## src/i2c_core_regs.svh

```systemverilog
`ifndef I2C_CORE_REGS_SVH
`define I2C_CORE_REGS_SVH
// reset values and fixed codes of the core
`define PRESCALE_RST      8'h00
`define SCL_DIV_RST       16'h0008
`define TEN_BIT_PREFIX    5'h1E
`define FILTER_LEN        3
`define SYNC_STAGES       2
`define WORD_LEN_FULL     4'h8
`define DIV_MIN           16'h0001
`endif

```

## src/i2c_core_pkg.sv

```systemverilog
package i2c_core_pkg;
  // control word from software
  typedef struct packed {
    logic       master_select;        // act as master
    logic       start_request;        // request start or repeated start
    logic       stop_request;         // request stop
    logic       ten_bit_addr_enable;  // 10-bit address format
    logic       free_format_enable;   // data only, no address
    logic       readDir;              // direction bit: 1 = master reads
    logic [2:0] word_bit_count;       // 0 selects 8 bits
  } ctrl_type;
  // status bits back to software
  typedef struct packed {
    logic bus_busy_flag;              // start seen, no stop yet
    logic arbLost;                    // lost arbitration
    logic masterActive;               // we own the bus
    logic nackSeen;                   // last ack slot read high
  } status_type;
  // open-drain pin, oe low while driving low
  typedef struct packed {
    logic out;                        // always 0 when driven
    logic oe_n;                       // 0 = pull low
  } od_pin_type;
endpackage

```

## src/i2c_glitch_filter.sv

```systemverilog
`include "i2c_core_regs.svh"
// resynchronises one bus line and removes short pulses
module i2c_glitch_filter #(
  parameter int STAGES = `SYNC_STAGES,  // synchroniser depth
  parameter int LEN    = `FILTER_LEN    // samples that must agree
) (
  input  wire logic clk,                // system clock
  input  wire logic sys_rst,            // async reset, high
  input  wire logic lineIn,             // raw pin level
  output logic      lineOut             // clean level
);
  logic [STAGES-1:0] sync_q;            // synchroniser chain
  logic [LEN-1:0]    hist_q;            // filter history
  logic              out_q;             // filtered level

  // chain idles high like the bus
  always_ff @(posedge clk or posedge sys_rst) begin
    if (sys_rst) begin
      sync_q <= '1;
      hist_q <= '1;
      out_q  <= 1'b1;
    end else begin
      sync_q <= {sync_q[STAGES-2:0], lineIn};
      hist_q <= {hist_q[LEN-2:0], sync_q[STAGES-1]};
      // only the last stage feeds the filter, stage one is never gated
      if (&hist_q) begin
        out_q <= 1'b1;
      end else if (~|hist_q) begin
        out_q <= 1'b0;
      end
    end
  end
  assign lineOut = out_q;
endmodule

```

## src/i2c_bus_controller_core.sv

```systemverilog
`include "i2c_core_regs.svh"
// Behaviour
// - no high-speed; 10-bit always sends both bytes
// - tx word copied to shifter, shifted out
// - rx shifter copied to rx data word
// - SCL high and low from separate dividers
// - prescaler taken only when reset bit rises
// - SCL fall restarts low; high waits release
// - stretched SCL low makes generator wait
// - pins only pulled low or released
// - SDA changes only while SCL low
// - start and stop made with SCL high
// - busy set on start, cleared on stop
// - start needs master and start request
// - stop only after stop request
// - start while we are active master gives repeated start
// - word 1 to 8 bits, 0 means 8
// - one SCL pulse per bit, MSB first
// - any number of words per transfer
// - arbitration against other masters
// - both inputs noise filtered
// - DMA events for receive and transmit
// - 7-bit address then direction bit
// - 10-bit prefix 11110, two bits, write
// - free format sends data straight after start
module i2c_bus_controller_core
  import i2c_core_pkg::*;
#(
  parameter int PW = 8,                            // prescaler width
  parameter int DW = 16                            // divider width
) (
  input  wire logic                   clk,         // 100 MHz clock
  input  wire logic                   sys_rst,     // async reset, high
  input  wire logic                   module_reset_n, // low holds core
  input  wire logic [PW-1:0]          prescale_reg,   // divide minus one
  input  wire logic [DW-1:0]          scl_high_div_reg, // high length
  input  wire logic [DW-1:0]          scl_low_div_reg,  // low length
  input  wire i2c_core_pkg::ctrl_type ctrl,        // control bits
  input  wire logic [9:0]             slaveAddr,   // target address
  input  wire logic [7:0]             tx_data_reg, // word to send
  input  wire logic                   txLoad,      // tx_data_reg written
  input  wire logic                   rxTaken,     // rx word read
  input  wire logic                   sdaIn,       // SDA pin level
  input  wire logic                   sclIn,       // SCL pin level
  output i2c_core_pkg::od_pin_type    sdaPin,      // SDA drive
  output i2c_core_pkg::od_pin_type    sclPin,      // SCL drive
  output logic [7:0]                  rx_data_reg, // last word received
  output i2c_core_pkg::status_type    status,      // status flags
  output logic                        txDmaReq,    // pulse: tx word wanted
  output logic                        rxDmaReq     // pulse: rx word ready
);
  import i2c_core_pkg::*;

  typedef enum logic [6:0] {
    ST_IDLE  = 7'h01,   // bus released
    ST_START = 7'h02,   // SDA falls while SCL high
    ST_LOW   = 7'h04,   // SCL low, set SDA
    ST_HIGH  = 7'h08,   // SCL high, sample
    ST_WAIT  = 7'h10,   // released, held low by someone
    ST_STOP  = 7'h20,   // SDA rises while SCL high
    ST_RSTRT = 7'h40    // release SDA before repeated start
  } state_type;

  // phase of the byte stream
  typedef enum logic [3:0] {
    PH_ADDR1 = 4'h1,    // first address byte
    PH_ADDR2 = 4'h2,    // second 10-bit byte
    PH_DATA  = 4'h4,    // data words
    PH_ACK   = 4'h8     // unused code kept one-hot
  } phase_type;

  state_type        state_q, state_d;              // bit engine state
  phase_type        phase_q;                       // stream phase
  logic [PW-1:0]    psc_q;                         // latched prescaler
  logic [PW-1:0]    pcnt_q;                        // prescale counter
  logic             tick;                          // module clock tick
  logic             rstBitQ;                       // delayed reset bit
  logic [DW-1:0]    dcnt_q;                        // phase counter
  logic [7:0]       txShift_q;                     // tx_shift_reg
  logic [7:0]       rxShift_q;                     // rx_shift_reg
  logic [3:0]       bitCnt_q;                      // bits left incl ack
  logic             ackSlot;                       // current bit is ack
  logic             sdaOe_n_q, sclOe_n_q;          // pin drive regs
  logic             sdaF, sclF, sdaF_q, sclF_q;    // filtered lines
  logic             busy_q, lost_q, act_q, nack_q; // status regs
  logic             txReq_q, rxReq_q;              // dma pulses
  logic [7:0]       rxData_q;                      // rx word reg
  logic             isRead_q;                      // master receiving
  logic [3:0]       wordLen;                       // decoded length
  logic             startSeen, stopSeen, sclFall;  // bus events
  logic             divDone;                       // phase time over
  logic             wantStart;                     // start gating

  // bit count 0 means a full byte
  function automatic logic [3:0] word_len(input logic [2:0] bc);
    word_len = (bc == 3'h0) ? `WORD_LEN_FULL : {1'b0, bc};
  endfunction

  // inputs resynchronised then filtered
  i2c_glitch_filter u_sda (
    .clk     (clk),
    .sys_rst (sys_rst),
    .lineIn  (sdaIn),
    .lineOut (sdaF)
  );
  i2c_glitch_filter u_scl (
    .clk     (clk),
    .sys_rst (sys_rst),
    .lineIn  (sclIn),
    .lineOut (sclF)
  );

  assign wordLen   = word_len(ctrl.word_bit_count);
  assign startSeen = sclF & sclF_q & sdaF_q & ~sdaF;
  assign stopSeen  = sclF & sclF_q & ~sdaF_q & sdaF;
  assign sclFall   = sclF_q & ~sclF;
  assign tick      = (pcnt_q == '0);
  assign divDone   = tick & (dcnt_q <= `DIV_MIN);
  assign ackSlot   = (bitCnt_q == 4'h1);
  assign wantStart = ctrl.master_select & ctrl.start_request;

  // prescaler value only taken as the reset bit rises
  always_ff @(posedge clk or posedge sys_rst) begin
    if (sys_rst) begin
      rstBitQ <= 1'b0;
      psc_q   <= `PRESCALE_RST;
      pcnt_q  <= '0;
    end else begin
      rstBitQ <= module_reset_n;
      if (module_reset_n & ~rstBitQ) begin
        psc_q <= prescale_reg;
      end
      // module clock tick divides the input clock
      pcnt_q <= (pcnt_q == '0 || !module_reset_n) ? psc_q : pcnt_q - 1'b1;
    end
  end

  // filtered line history and bus busy
  always_ff @(posedge clk or posedge sys_rst) begin
    if (sys_rst) begin
      sdaF_q <= 1'b1;
      sclF_q <= 1'b1;
      busy_q <= 1'b0;
    end else begin
      sdaF_q <= sdaF;
      sclF_q <= sclF;
      if (!module_reset_n) begin
        busy_q <= 1'b0;
      end else if (startSeen) begin
        busy_q <= 1'b1;
      end else if (stopSeen) begin
        busy_q <= 1'b0;
      end
    end
  end

  // next state of the bit engine
  always_comb begin
    state_d = state_q;
    case (state_q)
      ST_IDLE: begin
        // only a free bus gets a fresh start
        if (wantStart && !busy_q) begin
          state_d = ST_START;
        end
      end
      ST_START: begin
        if (divDone) begin
          state_d = ST_LOW;
        end
      end
      ST_LOW: begin
        // low timed from the fall
        if (divDone) begin
          state_d = ST_WAIT;
        end
      end
      ST_WAIT: begin
        // clock released but held by a slower party
        if (sclF) begin
          state_d = ST_HIGH;
        end
      end
      ST_HIGH: begin
        // another master pulled SCL early
        if (sclFall) begin
          state_d = ST_LOW;
        end else if (divDone) begin
          state_d = ST_LOW;
        end
      end
      ST_STOP: begin
        // done only once SCL is ours released and seen high
        if (divDone && sclF && sclOe_n_q) begin
          state_d = ST_IDLE;
        end
      end
      ST_RSTRT: begin
        if (divDone && sclF) begin
          state_d = ST_START;
        end
      end
      default: state_d = ST_IDLE;
    endcase
    if (!module_reset_n || lost_q) begin
      state_d = ST_IDLE;
    end
  end

  // bit engine registers
  always_ff @(posedge clk or posedge sys_rst) begin
    if (sys_rst) begin
      state_q   <= ST_IDLE;
      phase_q   <= PH_ADDR1;
      dcnt_q    <= `SCL_DIV_RST;
      txShift_q <= '0;
      rxShift_q <= '0;
      bitCnt_q  <= 4'h9;
      sdaOe_n_q <= 1'b1;
      sclOe_n_q <= 1'b1;
      lost_q    <= 1'b0;
      act_q     <= 1'b0;
      nack_q    <= 1'b0;
      isRead_q  <= 1'b0;
      txReq_q   <= 1'b0;
      rxReq_q   <= 1'b0;
      rxData_q  <= '0;
    end else begin
      state_q <= state_d;
      txReq_q <= 1'b0;
      rxReq_q <= 1'b0;
      if (tick) begin
        dcnt_q <= (dcnt_q > `DIV_MIN) ? dcnt_q - 1'b1 : dcnt_q;
      end
      if (!module_reset_n) begin
        sdaOe_n_q <= 1'b1;
        sclOe_n_q <= 1'b1;
        act_q     <= 1'b0;
        lost_q    <= 1'b0;
      end else begin
        if (lost_q && !busy_q) begin
          lost_q <= 1'b0;
        end
        case (state_q)
          ST_IDLE: begin
            sdaOe_n_q <= 1'b1;
            sclOe_n_q <= 1'b1;
            act_q     <= 1'b0;
            if (state_d == ST_START) begin
              dcnt_q <= scl_high_div_reg;
            end
          end
          ST_START: begin
            // SDA pulled while SCL high
            sdaOe_n_q <= 1'b0;
            act_q     <= 1'b1;
            if (state_d == ST_LOW) begin
              sclOe_n_q <= 1'b0;
              dcnt_q    <= scl_low_div_reg;
              phase_q   <= ctrl.free_format_enable ? PH_DATA : PH_ADDR1;
              isRead_q  <= ctrl.free_format_enable & ctrl.readDir;
              bitCnt_q  <= ctrl.free_format_enable ? wordLen + 4'h1 : 4'h9;
              // address byte or first data word
              if (ctrl.free_format_enable) begin
                txShift_q <= tx_data_reg << (4'h8 - wordLen);
                txReq_q   <= 1'b1;
              end else if (ctrl.ten_bit_addr_enable) begin
                txShift_q <= {`TEN_BIT_PREFIX, slaveAddr[9:8], 1'b0};
              end else begin
                txShift_q <= {slaveAddr[6:0], ctrl.readDir};
              end
            end
          end
          ST_LOW: begin
            // data driven only while SCL low
            sclOe_n_q <= 1'b0;
            if (bitCnt_q == 4'h0) begin
              // word done: stop, repeated start or next word
              if (ctrl.stop_request) begin
                sdaOe_n_q <= 1'b0;
              end else if (wantStart) begin
                sdaOe_n_q <= 1'b1;
              end
            end else if (ackSlot) begin
              sdaOe_n_q <= ~(isRead_q & ~ctrl.stop_request);
            end else begin
              sdaOe_n_q <= isRead_q | txShift_q[7];
            end
            if (state_d == ST_WAIT) begin
              sclOe_n_q <= 1'b1;
              dcnt_q    <= scl_high_div_reg;
            end
          end
          ST_WAIT: begin
            dcnt_q <= scl_high_div_reg;
          end
          ST_HIGH: begin
            // sample on the first tick of the high phase and check arbitration
            if (dcnt_q == scl_high_div_reg && tick && bitCnt_q != 4'h0) begin
              if (!ackSlot) begin
                rxShift_q <= {rxShift_q[6:0], sdaF};
                txShift_q <= {txShift_q[6:0], 1'b0};
                if (!isRead_q && sdaOe_n_q && !sdaF) begin
                  lost_q <= 1'b1;
                end
              end else begin
                nack_q <= sdaF;
              end
              bitCnt_q <= bitCnt_q - 4'h1;
            end
            if (state_d == ST_LOW) begin
              sclOe_n_q <= 1'b0;
              dcnt_q    <= scl_low_div_reg;
              if (bitCnt_q == 4'h0) begin
                // last read word is kept even when a stop follows
                if (phase_q == PH_DATA && isRead_q) begin
                  rxData_q <= rxShift_q & (8'hFF >> (4'h8 - wordLen));
                  rxReq_q  <= 1'b1;
                end
                if (ctrl.stop_request) begin
                  // SDA pulled with SCL going low so it can rise later
                  state_q   <= ST_STOP;
                  dcnt_q    <= scl_low_div_reg;
                  sdaOe_n_q <= 1'b0;
                end else if (wantStart) begin
                  state_q <= ST_RSTRT;
                  dcnt_q  <= scl_high_div_reg;
                end else begin
                  // next word, unlimited count
                  bitCnt_q <= wordLen + 4'h1;
                  if (phase_q == PH_ADDR1 && ctrl.ten_bit_addr_enable) begin
                    phase_q   <= PH_ADDR2;
                    bitCnt_q  <= 4'h9;
                    txShift_q <= slaveAddr[7:0];
                  end else begin
                    if (phase_q == PH_ADDR1) begin
                      isRead_q <= ctrl.readDir;
                    end
                    phase_q   <= PH_DATA;
                    txShift_q <= tx_data_reg << (4'h8 - wordLen);
                    txReq_q   <= 1'b1;
                  end
                end
              end
            end
          end
          ST_STOP: begin
            // low phase first, then SCL released, then SDA
            if (!sclOe_n_q && divDone) begin
              sclOe_n_q <= 1'b1;
              dcnt_q    <= scl_high_div_reg;
            end
            if (sclOe_n_q && sclF && divDone) begin
              sdaOe_n_q <= 1'b1;
            end
          end
          ST_RSTRT: begin
            sdaOe_n_q <= 1'b1;
            sclOe_n_q <= 1'b1;
            if (state_d == ST_START) begin
              dcnt_q <= scl_high_div_reg;
            end
          end
          default: begin
            sdaOe_n_q <= 1'b1;
          end
        endcase
      end
    end
  end

  // outputs straight from flip-flops
  assign sdaPin      = '{out: 1'b0, oe_n: sdaOe_n_q};
  assign sclPin      = '{out: 1'b0, oe_n: sclOe_n_q};
  assign rx_data_reg = rxData_q;
  assign status      = '{bus_busy_flag: busy_q, arbLost: lost_q,
                         masterActive: act_q, nackSeen: nack_q};
  assign txDmaReq    = txReq_q;
  assign rxDmaReq    = rxReq_q;

  // busy flag follows start condition next cycle
  a_busy_on_start: assert property (@(posedge clk) disable iff (sys_rst)
    module_reset_n && startSeen |=> busy_q)
    else $error("busy not set after start");
  // stop clears busy
  a_busy_off_stop: assert property (@(posedge clk) disable iff (sys_rst)
    module_reset_n && stopSeen && !startSeen |=> !busy_q)
    else $error("busy not cleared after stop");
  // prescaler frozen while running
  a_psc_frozen: assert property (@(posedge clk) disable iff (sys_rst)
    rstBitQ && module_reset_n |=> $stable(psc_q))
    else $error("prescaler changed while running");
  // no start attempt without master select
  a_start_gated: assert property (@(posedge clk) disable iff (sys_rst)
    state_q == ST_IDLE && !ctrl.master_select |=> state_q != ST_START)
    else $error("start without master select");
  // SDA drive changes only while SCL is held low in data
  a_sda_stable: assert property (@(posedge clk) disable iff (sys_rst)
    state_q == ST_HIGH && $past(state_q) == ST_HIGH |-> $stable(sdaOe_n_q))
    else $error("SDA changed while SCL high");
  // start pulls SDA with SCL released
  a_start_shape: assert property (@(posedge clk) disable iff (sys_rst)
    state_q == ST_START && $past(state_q) == ST_START |-> sclOe_n_q)
    else $error("SCL driven during start");
  // waiting holds SCL released until the line rises
  a_wait_release: assert property (@(posedge clk) disable iff (sys_rst)
    state_q == ST_WAIT && !sclF |=> sclOe_n_q && state_q != ST_HIGH)
    else $error("high timed while SCL held low");
  // tx dma pulse lasts one cycle
  a_dma_pulse: assert property (@(posedge clk) disable iff (sys_rst)
    txDmaReq |=> !txDmaReq)
    else $error("tx dma request longer than a cycle");
endmodule

```

## config.mk

```make
export PLATFORM = sky130hd
export DESIGN_NAME = i2c_bus_controller_core
export DESIGN_NICKNAME = d
export VERILOG_FILES = /design/src/i2c_core_pkg.sv /design/src/i2c_glitch_filter.sv /design/src/i2c_bus_controller_core.sv
export VERILOG_INCLUDE_DIRS = /design/src /design/src/src
export SDC_FILE = /design/constraint.sdc
export NUM_CORES = 1
export LEC_CHECK = 0
export BUFFER_PORTS_ARGS = -buffer_cell sky130_fd_sc_hd__buf_2
export CAP_MARGIN = 30
export CORE_ASPECT_RATIO = 0.9
export CORE_MARGIN = 8
export CORE_UTILIZATION = 45
export CTS_BUF_LIST = sky130_fd_sc_hd__clkbuf_2
export DETAILED_ROUTE_END_ITERATION = 8
export HOLD_SLACK_MARGIN = 0.02
export PLACE_DENSITY = 0.67
export SLEW_MARGIN = 10
export SYNTH_ARGS = -nofsm -noshare
export SYNTH_HDL_FRONTEND = slang
export SYNTH_SLANG_ARGS = --single-unit
```

## constraint.sdc

```tcl
create_clock -name clk -period 3.6 [get_ports clk]
set_input_delay 0.72 -clock clk [delete_from_list [all_inputs] [get_ports clk]]
set_output_delay 0.72 -clock clk [all_outputs]
set_load 0.01 [all_outputs]
```

==> summary.md <==
| Metric | Value |
|---|---|
| Initial Util | 45.5% |
| Flop-to-flop setup slack | 0.45 ns |
| Post-synth EDFFs | 0 |
| GRT Residual Overflow | 0 |
| Die height | 128 um |
| Syn Inst Count | 672 |
| Root buffer cell | clkbuf_2 |
| Crit share post-route | between 80% and 90% |
| Final setup vio count | 0 |
| Die ar. | 0.0180 mm2 |
| Outcome | finished clean |
| CTS tree | yes |
| Finished Layout Cells | roughly 940 |
| Setup TNS Final | 0 ns |
| Final GP Congestion | 0.919 |
| # diodes | 0 |
| Worst r2r path cells | 8 |
| Vias in the first global route | 5,535 |
| Most frequent cells in the layout | buf_2, dfrtp_1, nand2_1 |
| Drt first pass iters | 5 |
| Max-slew headroom | 51.5% |
| Placed cells | 919 |
| IO Port Bufs | 87 |
| Setup Skew | 0.0490 ns |
| Synth Register Bits | 94 |
| Max Fanout on Critical Path | 9 |
| Cell accounting for the most synthesized area | dfrtp_1 |
| Layout cells sized above 1 | 28.3% |
| Num rows | about 40 |
| Area contributors post-synth | dfrtp_1, dfstp_2, mux2_2, mux2i_1, o21ai_0 |
| DP HPWL | 13,600 um |
| Remaining DRCs | 0 |
| Ports | 92 |
| DR WL/cell | 19.1 um |
| Storage cell area | 0.00238 mm2 |
| Seq/Total Area, Yosys | 37.8% |
| Clock Sinks | 94 |
| Worst hold path type | in2reg |
| Total CTS buffers | 9 |
| Fill cells | roughly 1,300 |
| Hold Crit Depth | 1 |
| Layout area overhead | 12.2% |
| Area share of the largest cell type after synthesis | 29.0% |
| Post-CTS setup buffers | 0 |
| Crit Reg-Reg Startpoint | dcnt_q[2]$_DFF_PP0_ |
| Distinct cells, synth | 84 |
| Initial DRC count | 480 |
| Worst R2R End | dcnt_q[0]$_DFF_PP0_ |
| Clock Latency Late Sink | 0.64 ns |
| Most common cell after layout, fill and taps aside | buf_2 |
| Static leakage | 0.00303 uW |
| Final hold vios | 0 |
| Worst min-delay path startpoint | sdaIn |
| Largest register FFs | 16 |
| Data required, critical path | roughly 4.1 ns |
| First-pass GRT wire length | 28,800 um |
| Top reg by flops | dcnt_q |
| Fin nets | 844 |
| H-tree depth | 3 |
| CTS max path bufs | 2 |
| Fmax | between 0.3 and 0.4 GHz |
| Crit path time final | 3.15 ns |
| Setup crit end kind | flop |
| Warnings, synthesis | 0 |
| WHS Endpoint | u_sda.sync_q[0]$_DFF_PP1_ |
| VDD IR max | 0.000240 V |
| Finished Core Util | between 50% and 60% |
| Largest net degree at the start of global routing | 33 |
| Post-Synthesis Cell Area | 0.00630 mm2 |
| Async set-reset flop share out of synthesis | 100% |
| Die Wd | roughly 140 um |
| Dominant synthesized flop cell | dfrtp_1 |
| Final Slew Violations | 0 |
| Worst path arrival time | 3.69 ns |
| Core area | between 0.01 and 0.015 mm2 |
| Type of the worst setup path | reg2reg |
| Mean Syn Cell Area | 9.37 um2 |
| Tot GR Track Use | around a fifth |
| Pwr dens | 391 mW/mm2 |
| Initial antenna violation count | 0 |
| Max-capacitance violation count | 0 |
| Worst-Margin Slew | roughly 0.72 ns |
| Via count | 5,721 |
| Post-route ant nets | 0 |
| Startpoint types | flop |
| Final wirelength | between 15,000 and 20,000 um |
| Routed vias/inst | slightly above 6 |
| Clock transition at the registers of the reported paths | 0.31 ns |
| Multi-input combinational cell area | 0.00358 mm2 |
| RSZ-0062 raised after global routing | no |
worst max-delay path, cell delays in order, from the launching register on:
cell and delay (ns):
dfrtp_1 0.53, nor4_2 0.50, nand2_1 0.24, nor4_2 0.40, a31oi_1 0.22, o41a_1 0.59
buf_4 0.28, mux2i_1 0.13, o211ai_1 0.16
logic make-up (layout without fill, tap and decap cells):
group / Yosys count / in the layout / share of synthesized area [%]
other cells: 1 / 2 / 0.0595
fa+ha+maj: 11 / 11 / 2.19
mux: 48 / 48 / 8.48
buf+inv: 70 / 161 / 5.36
compound gates: 171 / 171 / 19.2
flops: 94 / 94 / 37.8
xor+xnor: 39 / 39 / 5.42
simple gates: 238 / 238 / 21.5
cell type report:
type	count	share of cell area [%]
clock inverters	6	0.814
inverters	25	1.35
flip-flops and latches	94	33.7
repair buffers	120	9.70
clock buffers	10	0.708
well taps	172	3.05
multi-input cells	509	50.7
metrics by stage:
step	setup slack [ns]	total power (uW)	hold WS, ns	instance area [um2]
after global routing	0.306	2930	0.0596	7070
after global placement	0.595	2210	0.346	6950
after detailed placement	0.552	2230	0.349	6950
after CTS	0.509	2780	0.0839	7070
final	0.449	2760	0.152	7070
after floorplan	0.466	1970	0.345	6300
cell usage after synthesis (5+ instances only):
cell and instances:
nor4_1 10, a211oi_1 6, nand3_1 19, buf_4 11
nand2_1 55, mux2i_1 23, nand4_1 6, nor4b_1 5
a21oi_1 21, xnor2_1 22, a22oi_1 14, inv_1 24
xor2_1 17, a31oi_1 5, o21ai_2 5, and2_1 7
nor2_1 42, buf_2 8, clkbuf_1 21, o21ai_0 44
dfstp_2 21, nor3_1 24, nor2b_1 9, and3_1 19
a222oi_1 8, mux2_2 23, dfrtp_1 73, o211ai_1 14
ha_1 11
where the power goes:
| group | leakage [uW] | switching (uW) | total [uW] | internal, uW |
|---|---|---|---|---|
| clock | 0.0000718 | 412 | 528 | 116 |
| sequential | 0.00113 | 167 | 1370 | 1200 |
| combinational | 0.00183 | 484 | 866 | 382 |
how the worst max path moves through the flow:
stage | slack, ns | startpoint | end
after detailed placement | 0.55 | state_q[6]$_DFF_PP0_ | rx_data_reg[1]$_DFFE_PP0P_
after global placement | 0.59 | state_q[6]$_DFF_PP0_ | bitCnt_q[1]$_DFFE_PP0P_
after floorplan | 0.47 | sys_rst | act_q$_DFFE_PP0P_
after CTS | 0.51 | dcnt_q[2]$_DFF_PP0_ | dcnt_q[0]$_DFF_PP0_
final | 0.45 | dcnt_q[2]$_DFF_PP0_ | dcnt_q[0]$_DFF_PP0_
after global routing | 0.31 | dcnt_q[2]$_DFF_PP0_ | sdaOe_n_q$_DFFE_PP1P_
timing repair:
action                                 CTS  global route
gates resized for setup                  0             0
endpoints found under the hold margin    3             0
hold buffers                             1             0
routing by layer:
metal,vias up,global-route usage (%),share of wire [%]
met5,-,0,0
met1,2807,27.0,45
li1,2653,-,-
met2,230,30.8,46
met4,0,5.81,1.9
met3,31,4.77,7.1
No activity file was read; power rests on OpenSTA's default activity.
